$ cat src/hdl/sed_pkg.sv
// constants, layouts and carrier types for the status and event dispatch block
package sed_pkg;

	// status longword layout
	localparam int          PSL_C        = 0;
	localparam int          PSL_V        = 1;
	localparam int          PSL_Z        = 2;
	localparam int          PSL_N        = 3;
	localparam int          PSL_EN_TRACE = 4;
	localparam int          PSL_EN_OVF   = 5;
	localparam int          PSL_EN_UNF   = 6;
	localparam int          PSL_IPL_LO   = 16;
	localparam int          PSL_PRV_LO   = 22;
	localparam int          PSL_CUR_LO   = 24;
	localparam int          PSL_SYSCTX   = 26;
	localparam logic [31:0] PSL_USER_MASK = 32'h0000_007f;
	localparam logic [31:0] PSL_PRIV_MASK = 32'h07df_0000;
	localparam logic [31:0] PSL_RESET     = 32'h001f_0000;

	localparam logic [1:0]  MODE_KERNEL = 2'h0;

	// pending exception bits, lowest index is served first
	localparam int          EXC_TRACE = 0;
	localparam int          EXC_OVF   = 1;
	localparam int          EXC_DVZ   = 2;
	localparam int          EXC_UNF   = 3;
	localparam int          EXC_PRIV  = 4;
	localparam int          EXC_W     = 5;

	localparam logic [7:0]  VEC_EXC_BASE = 8'h20;
	localparam logic [7:0]  VEC_INT_BASE = 8'h80;

	localparam int          IRQ_LINES = 16;

	// register byte offsets
	localparam logic [7:0]  A_PSL      = 8'h00;
	localparam logic [7:0]  A_STATUS   = 8'h04;
	localparam logic [7:0]  A_SLOT     = 8'h08;
	localparam logic [7:0]  A_FRAME    = 8'h0c;
	localparam logic [7:0]  A_SAVE_PC  = 8'h10;
	localparam logic [7:0]  A_SAVE_PSL = 8'h14;
	localparam logic [7:0]  A_CTRL     = 8'h18;
	localparam logic [7:0]  A_MAP0     = 8'h20;
	localparam int          STAT_REFUSED = 8;
	localparam int          CTRL_RESUME  = 0;

	// hardware context store
	localparam int          CTX_SLOTS = 8;
	localparam int          CTX_WORDS = 4;
	localparam int          CTX_PSL   = 0;
	localparam int          CTX_PC    = 1;
	localparam int          CTX_SP    = 2;
	localparam int          CTX_FP    = 3;

	localparam logic [31:0] FRAME_WORD  = 32'h0000_0004;
	localparam int          PAGE_BITS   = 9;
	localparam int          MAP_REGIONS = 4;

	typedef enum logic [3:0] {
		SED_K_SUB = 4'h1,
		SED_K_INT = 4'h2,
		SED_K_FLT = 4'h4,
		SED_K_DEC = 4'h8
	} sed_kind_t;

	typedef struct packed {
		sed_kind_t   kind;
		logic        is_div;
		logic [31:0] a;
		logic [31:0] b;
		logic [31:0] res;
		logic        fmt_ovf;
		logic        fmt_unf;
	} sed_op_t;

	typedef struct packed {
		logic        is_intr;
		logic [7:0]  vector;
		logic [4:0]  level;
		logic [31:0] saved_pc;
		logic [31:0] saved_psl;
	} sed_disp_t;

endpackage

$ cat src/hdl/sed_prio_pick.sv
// picks the highest pending interrupt line and compares it to the current level
`timescale 1ns/10ps
module sed_prio_pick (
	input  wire logic [15:0] i_req,
	input  wire logic [4:0]  i_ipl,
	output logic             o_take,
	output logic [4:0]       o_level
);
	import sed_pkg::*;

	function automatic logic [4:0] highest(input logic [15:0] r);
		logic [4:0] h;
		h = 5'h00;
		for (int i = 1; i < IRQ_LINES; i++)
		begin
			if (r[i])
				h = 5'(i);
		end
		return h;
	endfunction

	// line 0 carries no priority, so level 0 means nothing pending
	always_comb
	begin
		o_level = highest(i_req);
		o_take  = (o_level != 5'h00) && (o_level > i_ipl);
	end

endmodule // sed_prio_pick

$ cat src/hdl/sed_status_dispatch.sv
// status longword, exception and interrupt dispatch, context and frame logic
//
// Decided for this implementation: register access over Wishbone and the register addresses.
`timescale 1ns/10ps
module sed_status_dispatch (
	input  wire logic               I_SYS_CLK,
	input  wire logic               I_RST_N,
	input  wire logic               I_CE,
	input  wire logic               I_WB_CYC,
	input  wire logic               I_WB_STB,
	input  wire logic               I_WB_WE,
	input  wire logic [7:0]         I_WB_ADR,
	input  wire logic [3:0]         I_WB_SEL,
	input  wire logic [31:0]        I_WB_DAT,
	output logic [31:0]             O_WB_DAT,
	output logic                    O_WB_ACK,
	input  wire logic               I_OP_VALID,
	input  wire sed_pkg::sed_op_t   I_OP,
	input  wire logic               I_INSN_BOUNDARY,
	input  wire logic               I_RESUME_POINT,
	input  wire logic [31:0]        I_PC,
	input  wire logic [31:0]        I_SP,
	input  wire logic [15:0]        I_IRQ_REQ,
	input  wire logic               I_HALT_REQ,
	input  wire logic               I_CTX_SAVE,
	input  wire logic               I_CTX_LOAD,
	input  wire logic               I_CALL,
	input  wire logic               I_RET,
	input  wire logic [31:0]        I_RET_FP,
	input  wire logic               I_VA_REQ,
	input  wire logic [31:0]        I_VA,
	output logic [31:0]             O_PSL,
	output logic                    O_DISP_VALID,
	output sed_pkg::sed_disp_t      O_DISP,
	output logic                    O_HALTED,
	output logic                    O_CTX_VALID,
	output logic [31:0]             O_CTX_PC,
	output logic [31:0]             O_CTX_SP,
	output logic [31:0]             O_FRAME_LINK_PTR,
	output logic                    O_FRAME_WR,
	output logic [31:0]             O_FRAME_ADDR,
	output logic [31:0]             O_FRAME_DATA,
	output logic                    O_RESUME_VALID,
	output logic [31:0]             O_RESUME_PC,
	output logic                    O_BUS_REQ,
	output logic [31:0]             O_BUS_ADDR,
	output logic                    O_TB_HIT
);
	import sed_pkg::*;

	logic [31:0]     psl_r;
	logic [31:0]     psl_nxt;
	logic [EXC_W-1:0] exc_pend_r;
	logic [EXC_W-1:0] exc_new;
	logic [EXC_W-1:0] exc_clr;
	logic            refused_r;
	logic [2:0]      slot_r;
	logic [31:0]     fp_r;
	logic [31:0]     save_pc_r;
	logic [31:0]     save_psl_r;
	logic [31:0]     map_r [MAP_REGIONS];
	logic [31:0]     ctx_mem [CTX_SLOTS][CTX_WORDS];
	logic [22:0]     tb_vpage_r;
	logic [22:0]     tb_ppage_r;
	logic            tb_valid_r;
	logic            wb_ack_r;
	logic [31:0]     wb_dat_r;
	logic            wb_wr;
	logic            priv_ok;
	logic            irq_take;
	logic            exc_take;
	logic            pick_take;
	logic [4:0]      pick_level;
	logic            rei_req;
	logic            rei_ok;
	logic            ctx_load_ok;
	logic            ctx_save_ok;
	logic [32:0]     sub_full;
	logic            ovf_det;
	logic            bus_priv_wr;
	logic [31:0]     tb_pa;

	function automatic logic [31:0] merge(input logic [31:0] old, input logic [31:0] nw,
		input logic [3:0] sel);
		logic [31:0] m;
		m = old;
		for (int i = 0; i < 4; i++)
		begin
			if (sel[i])
				m[8*i +: 8] = nw[8*i +: 8];
		end
		return m;
	endfunction

	function automatic logic [2:0] first_set(input logic [EXC_W-1:0] p);
		logic [2:0] f;
		f = 3'h0;
		for (int i = EXC_W - 1; i >= 0; i--)
		begin
			if (p[i])
				f = 3'(i);
		end
		return f;
	endfunction

	sed_prio_pick u_pick (
		.i_req   (I_IRQ_REQ),
		.i_ipl   (psl_r[PSL_IPL_LO +: 5]),
		.o_take  (pick_take),
		.o_level (pick_level)
	);

	// a write lands on the edge where the master sees ack high
	assign wb_wr       = I_WB_CYC & I_WB_STB & I_WB_WE & wb_ack_r;
	assign priv_ok     = psl_r[PSL_CUR_LO +: 2] == MODE_KERNEL;
	assign bus_priv_wr = wb_wr && (I_WB_ADR == A_SLOT || I_WB_ADR == A_CTRL
		|| I_WB_ADR[7:4] == A_MAP0[7:4]);
	assign rei_req     = wb_wr && I_WB_ADR == A_CTRL && I_WB_SEL[0] && I_WB_DAT[CTRL_RESUME];
	// resume may only keep or lower privilege
	assign rei_ok      = rei_req && priv_ok
		&& save_psl_r[PSL_CUR_LO +: 2] >= psl_r[PSL_CUR_LO +: 2];
	assign ctx_save_ok = I_CTX_SAVE & priv_ok;
	assign ctx_load_ok = I_CTX_LOAD & priv_ok;

	// interrupts come from their own pick path and win the cycle
	assign irq_take = pick_take & (I_INSN_BOUNDARY | I_RESUME_POINT);
	assign exc_take = (exc_pend_r != '0) & ~irq_take;

	assign sub_full = {1'b0, I_OP.a} - {1'b0, I_OP.b};
	assign ovf_det  = (I_OP.kind == SED_K_SUB)
		? ((I_OP.a[31] ^ I_OP.b[31]) & (I_OP.a[31] ^ sub_full[31]))
		: I_OP.fmt_ovf;

	// synchronous exception detection from the current operation, the trace enable and privileged requests
	always_comb
	begin
		exc_new = '0;
		if (I_OP_VALID)
		begin
			exc_new[EXC_OVF] = ovf_det & psl_r[PSL_EN_OVF];
			exc_new[EXC_DVZ] = I_OP.is_div & (I_OP.b == 32'h0000_0000);
			exc_new[EXC_UNF] = (I_OP.kind == SED_K_FLT) & I_OP.fmt_unf
				& psl_r[PSL_EN_UNF];
		end
		exc_new[EXC_TRACE] = I_INSN_BOUNDARY & psl_r[PSL_EN_TRACE];
		exc_new[EXC_PRIV]  = ((I_HALT_REQ | I_CTX_SAVE | I_CTX_LOAD) & ~priv_ok)
			| (rei_req & ~rei_ok);
		exc_clr = '0;
		if (exc_take)
			exc_clr[first_set(exc_pend_r)] = 1'b1;
	end

	// next status longword; later steps override earlier ones
	always_comb
	begin
		psl_nxt = psl_r;
		if (I_OP_VALID)
		begin
			if (I_OP.kind == SED_K_SUB)
			begin
				psl_nxt[PSL_N] = sub_full[31];
				psl_nxt[PSL_Z] = sub_full[31:0] == 32'h0000_0000;
				psl_nxt[PSL_C] = sub_full[32];
			end
			else
			begin
				psl_nxt[PSL_N] = I_OP.res[31];
				psl_nxt[PSL_Z] = I_OP.res == 32'h0000_0000;
				psl_nxt[PSL_C] = 1'b0;
			end
			psl_nxt[PSL_V] = ovf_det;
		end
		if (wb_wr && I_WB_ADR == A_PSL)
		begin
			// user half is open to all, privileged half only in kernel
			psl_nxt = (psl_nxt & ~PSL_USER_MASK)
				| (merge(psl_r, I_WB_DAT, I_WB_SEL) & PSL_USER_MASK);
			if (priv_ok)
				psl_nxt = (psl_nxt & ~PSL_PRIV_MASK)
					| (merge(psl_r, I_WB_DAT, I_WB_SEL) & PSL_PRIV_MASK);
		end
		if (rei_ok)
			psl_nxt = save_psl_r;
		if (exc_take)
		begin
			psl_nxt[PSL_PRV_LO +: 2] = psl_r[PSL_CUR_LO +: 2];
			psl_nxt[PSL_CUR_LO +: 2] = MODE_KERNEL;
		end
		if (irq_take)
		begin
			psl_nxt[PSL_PRV_LO +: 2] = psl_r[PSL_CUR_LO +: 2];
			psl_nxt[PSL_CUR_LO +: 2] = MODE_KERNEL;
			psl_nxt[PSL_IPL_LO +: 5] = pick_level;
			psl_nxt[PSL_SYSCTX]      = 1'b1;
		end
		if (ctx_load_ok)
			psl_nxt = ctx_mem[slot_r][CTX_PSL] & (PSL_USER_MASK | PSL_PRIV_MASK);
	end

	always_ff @(posedge I_SYS_CLK)
	begin
		if (!I_RST_N)
			psl_r <= PSL_RESET;
		else if (I_CE)
			psl_r <= psl_nxt;
	end

	// new events are ORed after the clear so a same-cycle event survives
	always_ff @(posedge I_SYS_CLK)
	begin
		if (!I_RST_N)
			exc_pend_r <= '0;
		else if (I_CE)
			exc_pend_r <= (exc_pend_r & ~exc_clr) | exc_new;
	end

	// dispatch record and captured state
	always_ff @(posedge I_SYS_CLK)
	begin
		if (!I_RST_N)
		begin
			O_DISP_VALID <= 1'b0;
			O_DISP       <= '0;
			save_pc_r    <= '0;
			save_psl_r   <= '0;
		end
		else if (I_CE)
		begin
			O_DISP_VALID <= irq_take | exc_take;
			if (irq_take)
			begin
				O_DISP     <= '{1'b1, VEC_INT_BASE + {3'h0, pick_level}, pick_level, I_PC,
					psl_r};
				save_pc_r  <= I_PC;
				save_psl_r <= psl_r;
			end
			else if (exc_take)
			begin
				O_DISP     <= '{1'b0, VEC_EXC_BASE + {5'h00, first_set(exc_pend_r)},
					5'h00, I_PC, psl_r};
				save_pc_r  <= I_PC;
				save_psl_r <= psl_r;
			end
		end
	end

	// hardware context store, whole context per single request
	always_ff @(posedge I_SYS_CLK)
	begin
		if (I_CE && ctx_save_ok)
		begin
			ctx_mem[slot_r][CTX_PSL] <= psl_r;
			ctx_mem[slot_r][CTX_PC]  <= I_PC;
			ctx_mem[slot_r][CTX_SP]  <= I_SP;
			ctx_mem[slot_r][CTX_FP]  <= fp_r;
		end
	end

	always_ff @(posedge I_SYS_CLK)
	begin
		if (!I_RST_N)
		begin
			O_CTX_VALID <= 1'b0;
			O_CTX_PC    <= '0;
			O_CTX_SP    <= '0;
			O_HALTED    <= 1'b0;
		end
		else if (I_CE)
		begin
			O_CTX_VALID <= ctx_load_ok;
			if (ctx_load_ok)
			begin
				O_CTX_PC <= ctx_mem[slot_r][CTX_PC];
				O_CTX_SP <= ctx_mem[slot_r][CTX_SP];
			end
			if (I_HALT_REQ && priv_ok)
				O_HALTED <= 1'b1;
		end
	end

	// frame chain: the old frame pointer is written into the new frame
	always_ff @(posedge I_SYS_CLK)
	begin
		if (!I_RST_N)
		begin
			fp_r         <= '0;
			O_FRAME_WR   <= 1'b0;
			O_FRAME_ADDR <= '0;
			O_FRAME_DATA <= '0;
		end
		else if (I_CE)
		begin
			O_FRAME_WR <= I_CALL;
			if (ctx_load_ok)
				fp_r <= ctx_mem[slot_r][CTX_FP];
			else if (I_CALL)
			begin
				O_FRAME_ADDR <= I_SP - FRAME_WORD;
				O_FRAME_DATA <= fp_r;
				fp_r         <= I_SP - FRAME_WORD;
			end
			else if (I_RET)
				fp_r <= I_RET_FP;
		end
	end

	always_ff @(posedge I_SYS_CLK)
	begin
		if (!I_RST_N)
		begin
			O_RESUME_VALID <= 1'b0;
			O_RESUME_PC    <= '0;
		end
		else if (I_CE)
		begin
			O_RESUME_VALID <= rei_ok;
			if (rei_ok)
				O_RESUME_PC <= save_pc_r;
		end
	end

	// privileged configuration registers; refusal is sticky, set beats clear
	always_ff @(posedge I_SYS_CLK)
	begin
		if (!I_RST_N)
		begin
			slot_r    <= '0;
			refused_r <= 1'b0;
			for (int i = 0; i < MAP_REGIONS; i++)
				map_r[i] <= '0;
		end
		else if (I_CE)
		begin
			if (wb_wr && I_WB_ADR == A_STATUS && I_WB_SEL[1] && I_WB_DAT[STAT_REFUSED])
				refused_r <= 1'b0;
			if (bus_priv_wr && !priv_ok)
				refused_r <= 1'b1;
			else if (bus_priv_wr)
			begin
				if (I_WB_ADR == A_SLOT && I_WB_SEL[0])
					slot_r <= I_WB_DAT[2:0];
				if (I_WB_ADR[7:4] == A_MAP0[7:4])
					map_r[I_WB_ADR[3:2]] <= merge(map_r[I_WB_ADR[3:2]], I_WB_DAT, I_WB_SEL);
			end
		end
	end

	// one-entry translation buffer in front of the mapping registers
	always_comb
	begin
		tb_pa = map_r[I_VA[31:30]] + {2'b00, I_VA[29:0]};
		if (tb_valid_r && tb_vpage_r == I_VA[31:PAGE_BITS])
			tb_pa = {tb_ppage_r, I_VA[PAGE_BITS-1:0]};
	end

	always_ff @(posedge I_SYS_CLK)
	begin
		if (!I_RST_N)
		begin
			tb_valid_r <= 1'b0;
			tb_vpage_r <= '0;
			tb_ppage_r <= '0;
			O_BUS_REQ  <= 1'b0;
			O_BUS_ADDR <= '0;
			O_TB_HIT   <= 1'b0;
		end
		else if (I_CE)
		begin
			O_BUS_REQ <= I_VA_REQ;
			if (I_VA_REQ)
			begin
				O_BUS_ADDR <= tb_pa;
				O_TB_HIT   <= tb_valid_r && tb_vpage_r == I_VA[31:PAGE_BITS];
				tb_valid_r <= 1'b1;
				tb_vpage_r <= I_VA[31:PAGE_BITS];
				tb_ppage_r <= tb_pa[31:PAGE_BITS];
			end
			// a mapping change makes the cached page stale
			if (bus_priv_wr && priv_ok && I_WB_ADR[7:4] == A_MAP0[7:4])
				tb_valid_r <= 1'b0;
		end
	end

	// bus slave: ack one cycle after the strobe, read data registered with it
	always_ff @(posedge I_SYS_CLK)
	begin
		if (!I_RST_N)
		begin
			wb_ack_r <= 1'b0;
			wb_dat_r <= '0;
		end
		else if (I_CE)
		begin
			wb_ack_r <= I_WB_CYC & I_WB_STB & ~wb_ack_r;
			case (I_WB_ADR)
				A_PSL:      wb_dat_r <= psl_r;
				A_STATUS:   wb_dat_r <= {23'h0, refused_r, 3'h0, exc_pend_r};
				A_SLOT:     wb_dat_r <= {29'h0, slot_r};
				A_FRAME:    wb_dat_r <= fp_r;
				A_SAVE_PC:  wb_dat_r <= save_pc_r;
				A_SAVE_PSL: wb_dat_r <= save_psl_r;
				8'h20, 8'h24, 8'h28, 8'h2c:
					wb_dat_r <= map_r[I_WB_ADR[3:2]];
				default:    wb_dat_r <= '0;
			endcase
		end
	end

	assign O_WB_ACK         = wb_ack_r;
	assign O_WB_DAT         = wb_dat_r;
	assign O_PSL            = psl_r;
	assign O_FRAME_LINK_PTR = fp_r;

endmodule // sed_status_dispatch

$ cat config.mk
export PLATFORM = sky130hd
export DESIGN_NAME = sed_status_dispatch
export DESIGN_NICKNAME = d
export VERILOG_FILES = /design/src/hdl/sed_pkg.sv /design/src/hdl/sed_prio_pick.sv /design/src/hdl/sed_status_dispatch.sv
export SDC_FILE = /design/constraint.sdc
export NUM_CORES = 2
export LEC_CHECK = 0
export ABC_CLOCK_PERIOD_IN_PS = 11110
export BUFFER_PORTS_ARGS = -buffer_cell sky130_fd_sc_hd__buf_2
export CAP_MARGIN = 30
export CORE_MARGIN = 2
export CORE_UTILIZATION = 50
export DETAILED_ROUTE_END_ITERATION = 7
export GPL_TIMING_DRIVEN = 0
export PLACE_DENSITY = 0.73
export SKIP_LAST_GASP = 1
export SYNTH_ARGS = -nofsm -noshare
export SYNTH_HDL_FRONTEND = slang
export SYNTH_SLANG_ARGS = --single-unit
$ cat constraint.sdc
create_clock -name I_SYS_CLK -period 11.11 [get_ports I_SYS_CLK]
set_input_delay 2.222 -clock I_SYS_CLK [delete_from_list [all_inputs] [get_ports I_SYS_CLK]]
set_output_delay 2.222 -clock I_SYS_CLK [all_outputs]
set_load 0.05 [all_outputs]
==> summary.md <==
| Metric | Value |
|---|---|
| Clock latency on the worst-skew pair | about 0.79 ns |
| Clock skew after layout | 0.0229 ns |
| Post-layout minimum cycle time | 6.05 ns |
| Hold bufs inserted after CTS | 0 |
| DRT Pass-1 Iters | 7 |
| RSZ-0062 raised after global routing | no |
| Global-route wire length before repair | 307000 µm |
| H-tree Lvls | 4 |
| Fraction of final layout cells with drive strength greater than 1 | 0.251 |
| Power per unit of standard cell area | approximately 170 nW/µm² |
| Floorplan core area | 120000 µm² |
| Number of instances in the placed design | about 6700 |
| Crit path max fanout | 10 |
| Initial standard-cell utilization of the core | 0.505 |
| Post-detailed-placement half-perimeter wirelength | 161000 µm |
| FF/Latch Area | between 30000 and 40000 µm² |
| Full die area | between 100000 and 150000 µm² |
| Final Slew Violations | 1 |
| Final setup vio count | 0 |
| Number of warning messages in the yosys log | 0 |
| Signal arrival time at the worst endpoint | roughly 6.7 ns |
| Peak Freq | approximately 170 MHz |
| Antenna violations before repair | 37 |
| Placement Cell Area | 67600 µm² |
| Sinks on Clock Net | between 1000 and 1500 |
| Slack of the critical path | between 5 and 6 ns |
| Most used flip-flop cell after synthesis | sky130_fd_sc_hd__edfxtp_1 |
| Fin crit share | 0.544 |
| Vias in the first global route | roughly 42000 |
| Total GRT Usage | 0.345 |
| Relative slew slack | -0.125 |
| Post-detailed-routing wire length | 218000 µm |
| Number of CTS-inserted buffers | about 150 |
| Static leakage | about 26 nW |
| Via count | roughly 44000 |
| Clock transition time at the flip-flop clock pins of the worst setup and hold paths | around 0.06 ns |
| Max VDD drop | ~0.00015 V |
| Detail Route Antenna Nets | 0 |
| Post-CTS Repair Setup Buffers | 0 |
| Area of combinational cells with multiple inputs | a little over 20000 µm² |
| Gr ovfl total | 0 |
| Critical Path Source Type | primary input |
| Post-synth ARST share | 0 |
| Layout filler cell count | 9229 |
| Type of the worst setup path | in -> reg |
| Endpoint required time on the critical path | around 12 ns |
| Post-synthesis cell count | 4371 |
| Clock tree from TritonCTS | built |
| Worst Hold Class | reg -> reg |
| Hold_ws | about 0.45 ns |
| Port Buffer Count | 667 |
| Area growth from synthesis to layout | 19.4% |
| Sequential fraction of the synthesis area | 0.644 |
| Total Negative Setup Slacks | 0 ns |
| Outcome | finished, violations left |
| Number of hold violations in the final report | 0 |
| Post-synth EDFFs | 1032 |
| Mean number of vias per cell | approximately 6.3 |
| Netlist Area Pre-Place | roughly 61000 µm² |
| Initial drt markers | 6104 |
| Synthesized area per cell | between 10 and 15 µm² |
| Number of instances resized during post-cts repair | 0 |
| Maximum number of pins on one net before global-route repair | 33 |
| Number of placement rows | 127 |
| Placer Congestion | between 1 and 1.5 |
| Number of ports placed on the die boundary | 680 |
| Die X-Extent | roughly 350 µm |
| Drt wl/cell | 31.1 µm |
| Crit. End Element | flip-flop |
| Max Cap Viol | 0 |
| Final non-filler cell total | between 7000 and 8000 |
| Cell at the root of the clock tree | sky130_fd_sc_hd__clkbuf_16 |
| Transition time at the pin with the least slew margin | ~1.7 ns |
| Post-route standard cell area excluding fillers | 72600 µm² |
| Library cells used by synthesis | 98 |
| Layout Nets | approximately 5600 |
| Y dimension of the die | 353 µm |
| Drc violations | 0 |
| Maximum clock path buffer count | 3 |
| Violated checks | slew limit |
| Place WS | between 4 and 5 ns |
| Number of storage elements in the synthesis netlist | roughly 1400 |
## final timing paths
check | from | endpoint | slack, ns | depth (start not counted)
setup / recovery | I_VA[31] | O_BUS_ADDR[30] | 5.06 | 16
hold / removal | O_RESUME_PC[23] | O_RESUME_PC[23] | 0.45 | 2
setup reg to reg | O_PSL[25] | O_FRAME_ADDR[1] | 6.69 | 9
hold reg to reg | O_RESUME_PC[23] | O_RESUME_PC[23] | 0.45 | 2
## logic make-up after synthesis
family	Yosys count	synth area share
multiplexers	452	0.134
AND/OR/NAND/NOR	1152	0.0840
other	1	0.0000617
AO/OA/AOI/OAI	809	0.0865
XOR/XNOR	92	0.0133
buffers and inverters	357	0.0233
flip-flops	1437	0.644
adder cells (fa/ha/maj)	71	0.0149
## per-stage QoR
step	util	power [mW]
floorplan	-	6.88
detailed placement	0.562	7.45
finish	0.603	12.4
CTS	0.602	12.4
global placement	0.550	7.41
global route	0.603	12.7
## metal layers
| layer | GRT usage | up-vias | wire (µm) |
|---|---|---|---|
| met5 | 0.00846 | - | 283 |
| met4 | 0.180 | 34 | 13200 |
| met3 | 0.140 | 628 | 29900 |
| met2 | 0.506 | 3030 | 94800 |
| met1 | 0.440 | 21909 | 80000 |
| li1 | - | 18583 | - |
## final cells by class
cell class	count	area share
repair buffers	740	0.0660
plain buffers	286	0.0158
multi-input cells	2579	0.280
inverters	71	0.00367
well taps	1612	0.0278
clock buffers	220	0.0580
clock inverters	57	0.00909
diodes	20	0.000690
flip-flops and latches	1437	0.539
## critical path, stage by stage
cell and delay, ns:
sky130_fd_sc_hd__clkbuf_1 0.60, sky130_fd_sc_hd__clkbuf_1 0.60, sky130_fd_sc_hd__mux4_2 0.51, sky130_fd_sc_hd__ha_1 0.25, sky130_fd_sc_hd__inv_1 0.08, sky130_fd_sc_hd__fa_1 0.19, sky130_fd_sc_hd__nand2b_1 0.16, sky130_fd_sc_hd__a21oi_1 0.10
sky130_fd_sc_hd__o31a_1 0.33, sky130_fd_sc_hd__a221o_1 0.37, sky130_fd_sc_hd__a31o_2 0.29, sky130_fd_sc_hd__o21a_1 0.21, sky130_fd_sc_hd__a311oi_2 0.31, sky130_fd_sc_hd__a21oi_1 0.13, sky130_fd_sc_hd__xnor2_1 0.23, sky130_fd_sc_hd__o21ai_1 0.10
## sequential cells by signal (all words and copies together) (netlist names), 3 cells and up, named ones only
name	count
ctx_mem	904
O_FRAME_DATA	32
slot_r	3
O_DISP	73
O_PSL	32
O_CTX_PC	32
map_r	128
O_RESUME_PC	32
O_BUS_ADDR	32
exc_pend_r	5
O_FRAME_ADDR	32
O_FRAME_LINK_PTR	32
tb_vpage_r	23
O_WB_DAT	32
O_CTX_SP	32
## power by group
group / total [mW] / internal [mW] / switching, mW / leakage, nW
Combinational: 1.34 / 0.388 / 0.952 / 10.3
Sequential: 6.04 / 5.88 / 0.162 / 12.8
Clock: 5.01 / 2.86 / 2.15 / 2.37
## layout by cell type, fill, tap and decap left out, types with 17 or more instances in the layout
| master | Yosys | layout |
|---|---|---|
| sky130_fd_sc_hd__edfxtp_1 | 1032 | 1032 |
| sky130_fd_sc_hd__buf_2 | 38 | 707 |
| sky130_fd_sc_hd__nand2_1 | 443 | 439 |
| sky130_fd_sc_hd__nor2_1 | 432 | 426 |
| sky130_fd_sc_hd__dfxtp_1 | 405 | 405 |
| sky130_fd_sc_hd__a21oi_1 | 320 | 320 |
| sky130_fd_sc_hd__mux4_2 | 291 | 291 |
| sky130_fd_sc_hd__clkbuf_1 | 198 | 248 |
| sky130_fd_sc_hd__mux2i_1 | 157 | 157 |
| sky130_fd_sc_hd__clkbuf_16 | 0 | 152 |
| sky130_fd_sc_hd__a211oi_1 | 121 | 121 |
| sky130_fd_sc_hd__o21ai_0 | 81 | 81 |
| sky130_fd_sc_hd__ha_1 | 69 | 69 |
| sky130_fd_sc_hd__inv_1 | 68 | 68 |
| sky130_fd_sc_hd__a22oi_1 | 61 | 61 |
| sky130_fd_sc_hd__xnor2_1 | 52 | 52 |
| sky130_fd_sc_hd__nor3_1 | 44 | 42 |
| sky130_fd_sc_hd__buf_1 | 42 | 42 |
| sky130_fd_sc_hd__nand3_1 | 42 | 42 |
| sky130_fd_sc_hd__xor2_1 | 40 | 40 |
| sky130_fd_sc_hd__o211ai_1 | 34 | 34 |
| sky130_fd_sc_hd__nor4_1 | 33 | 33 |
| sky130_fd_sc_hd__a222oi_1 | 26 | 26 |
| sky130_fd_sc_hd__buf_16 | 0 | 26 |
| sky130_fd_sc_hd__nand4_1 | 25 | 25 |
| sky130_fd_sc_hd__a21o_1 | 24 | 24 |
| sky130_fd_sc_hd__a31oi_1 | 24 | 24 |
| sky130_fd_sc_hd__diode_2 | 0 | 20 |
| sky130_fd_sc_hd__buf_8 | 0 | 19 |
| sky130_fd_sc_hd__buf_12 | 0 | 19 |
| sky130_fd_sc_hd__clkinv_2 | 0 | 17 |
## cells in the mapped netlist, types with 34 or more instances
cell	count	share of area
sky130_fd_sc_hd__a211oi_1	121	0.015
sky130_fd_sc_hd__a21oi_1	320	0.026
sky130_fd_sc_hd__a22oi_1	61	0.0075
sky130_fd_sc_hd__buf_1	42	0.0026
sky130_fd_sc_hd__buf_2	38	0.0031
sky130_fd_sc_hd__clkbuf_1	198	0.012
sky130_fd_sc_hd__dfxtp_1	405	0.13
sky130_fd_sc_hd__edfxtp_1	1032	0.51
sky130_fd_sc_hd__ha_1	69	0.014
sky130_fd_sc_hd__inv_1	68	0.0042
sky130_fd_sc_hd__mux2i_1	157	0.026
sky130_fd_sc_hd__mux4_2	291	0.11
sky130_fd_sc_hd__nand2_1	443	0.027
sky130_fd_sc_hd__nand3_1	42	0.0035
sky130_fd_sc_hd__nor2_1	432	0.027
sky130_fd_sc_hd__nor3_1	44	0.0036
sky130_fd_sc_hd__o211ai_1	34	0.0042
sky130_fd_sc_hd__o21ai_0	81	0.0067
sky130_fd_sc_hd__xnor2_1	52	0.0075
sky130_fd_sc_hd__xor2_1	40	0.0058
Power figures use the tool's default switching activity.
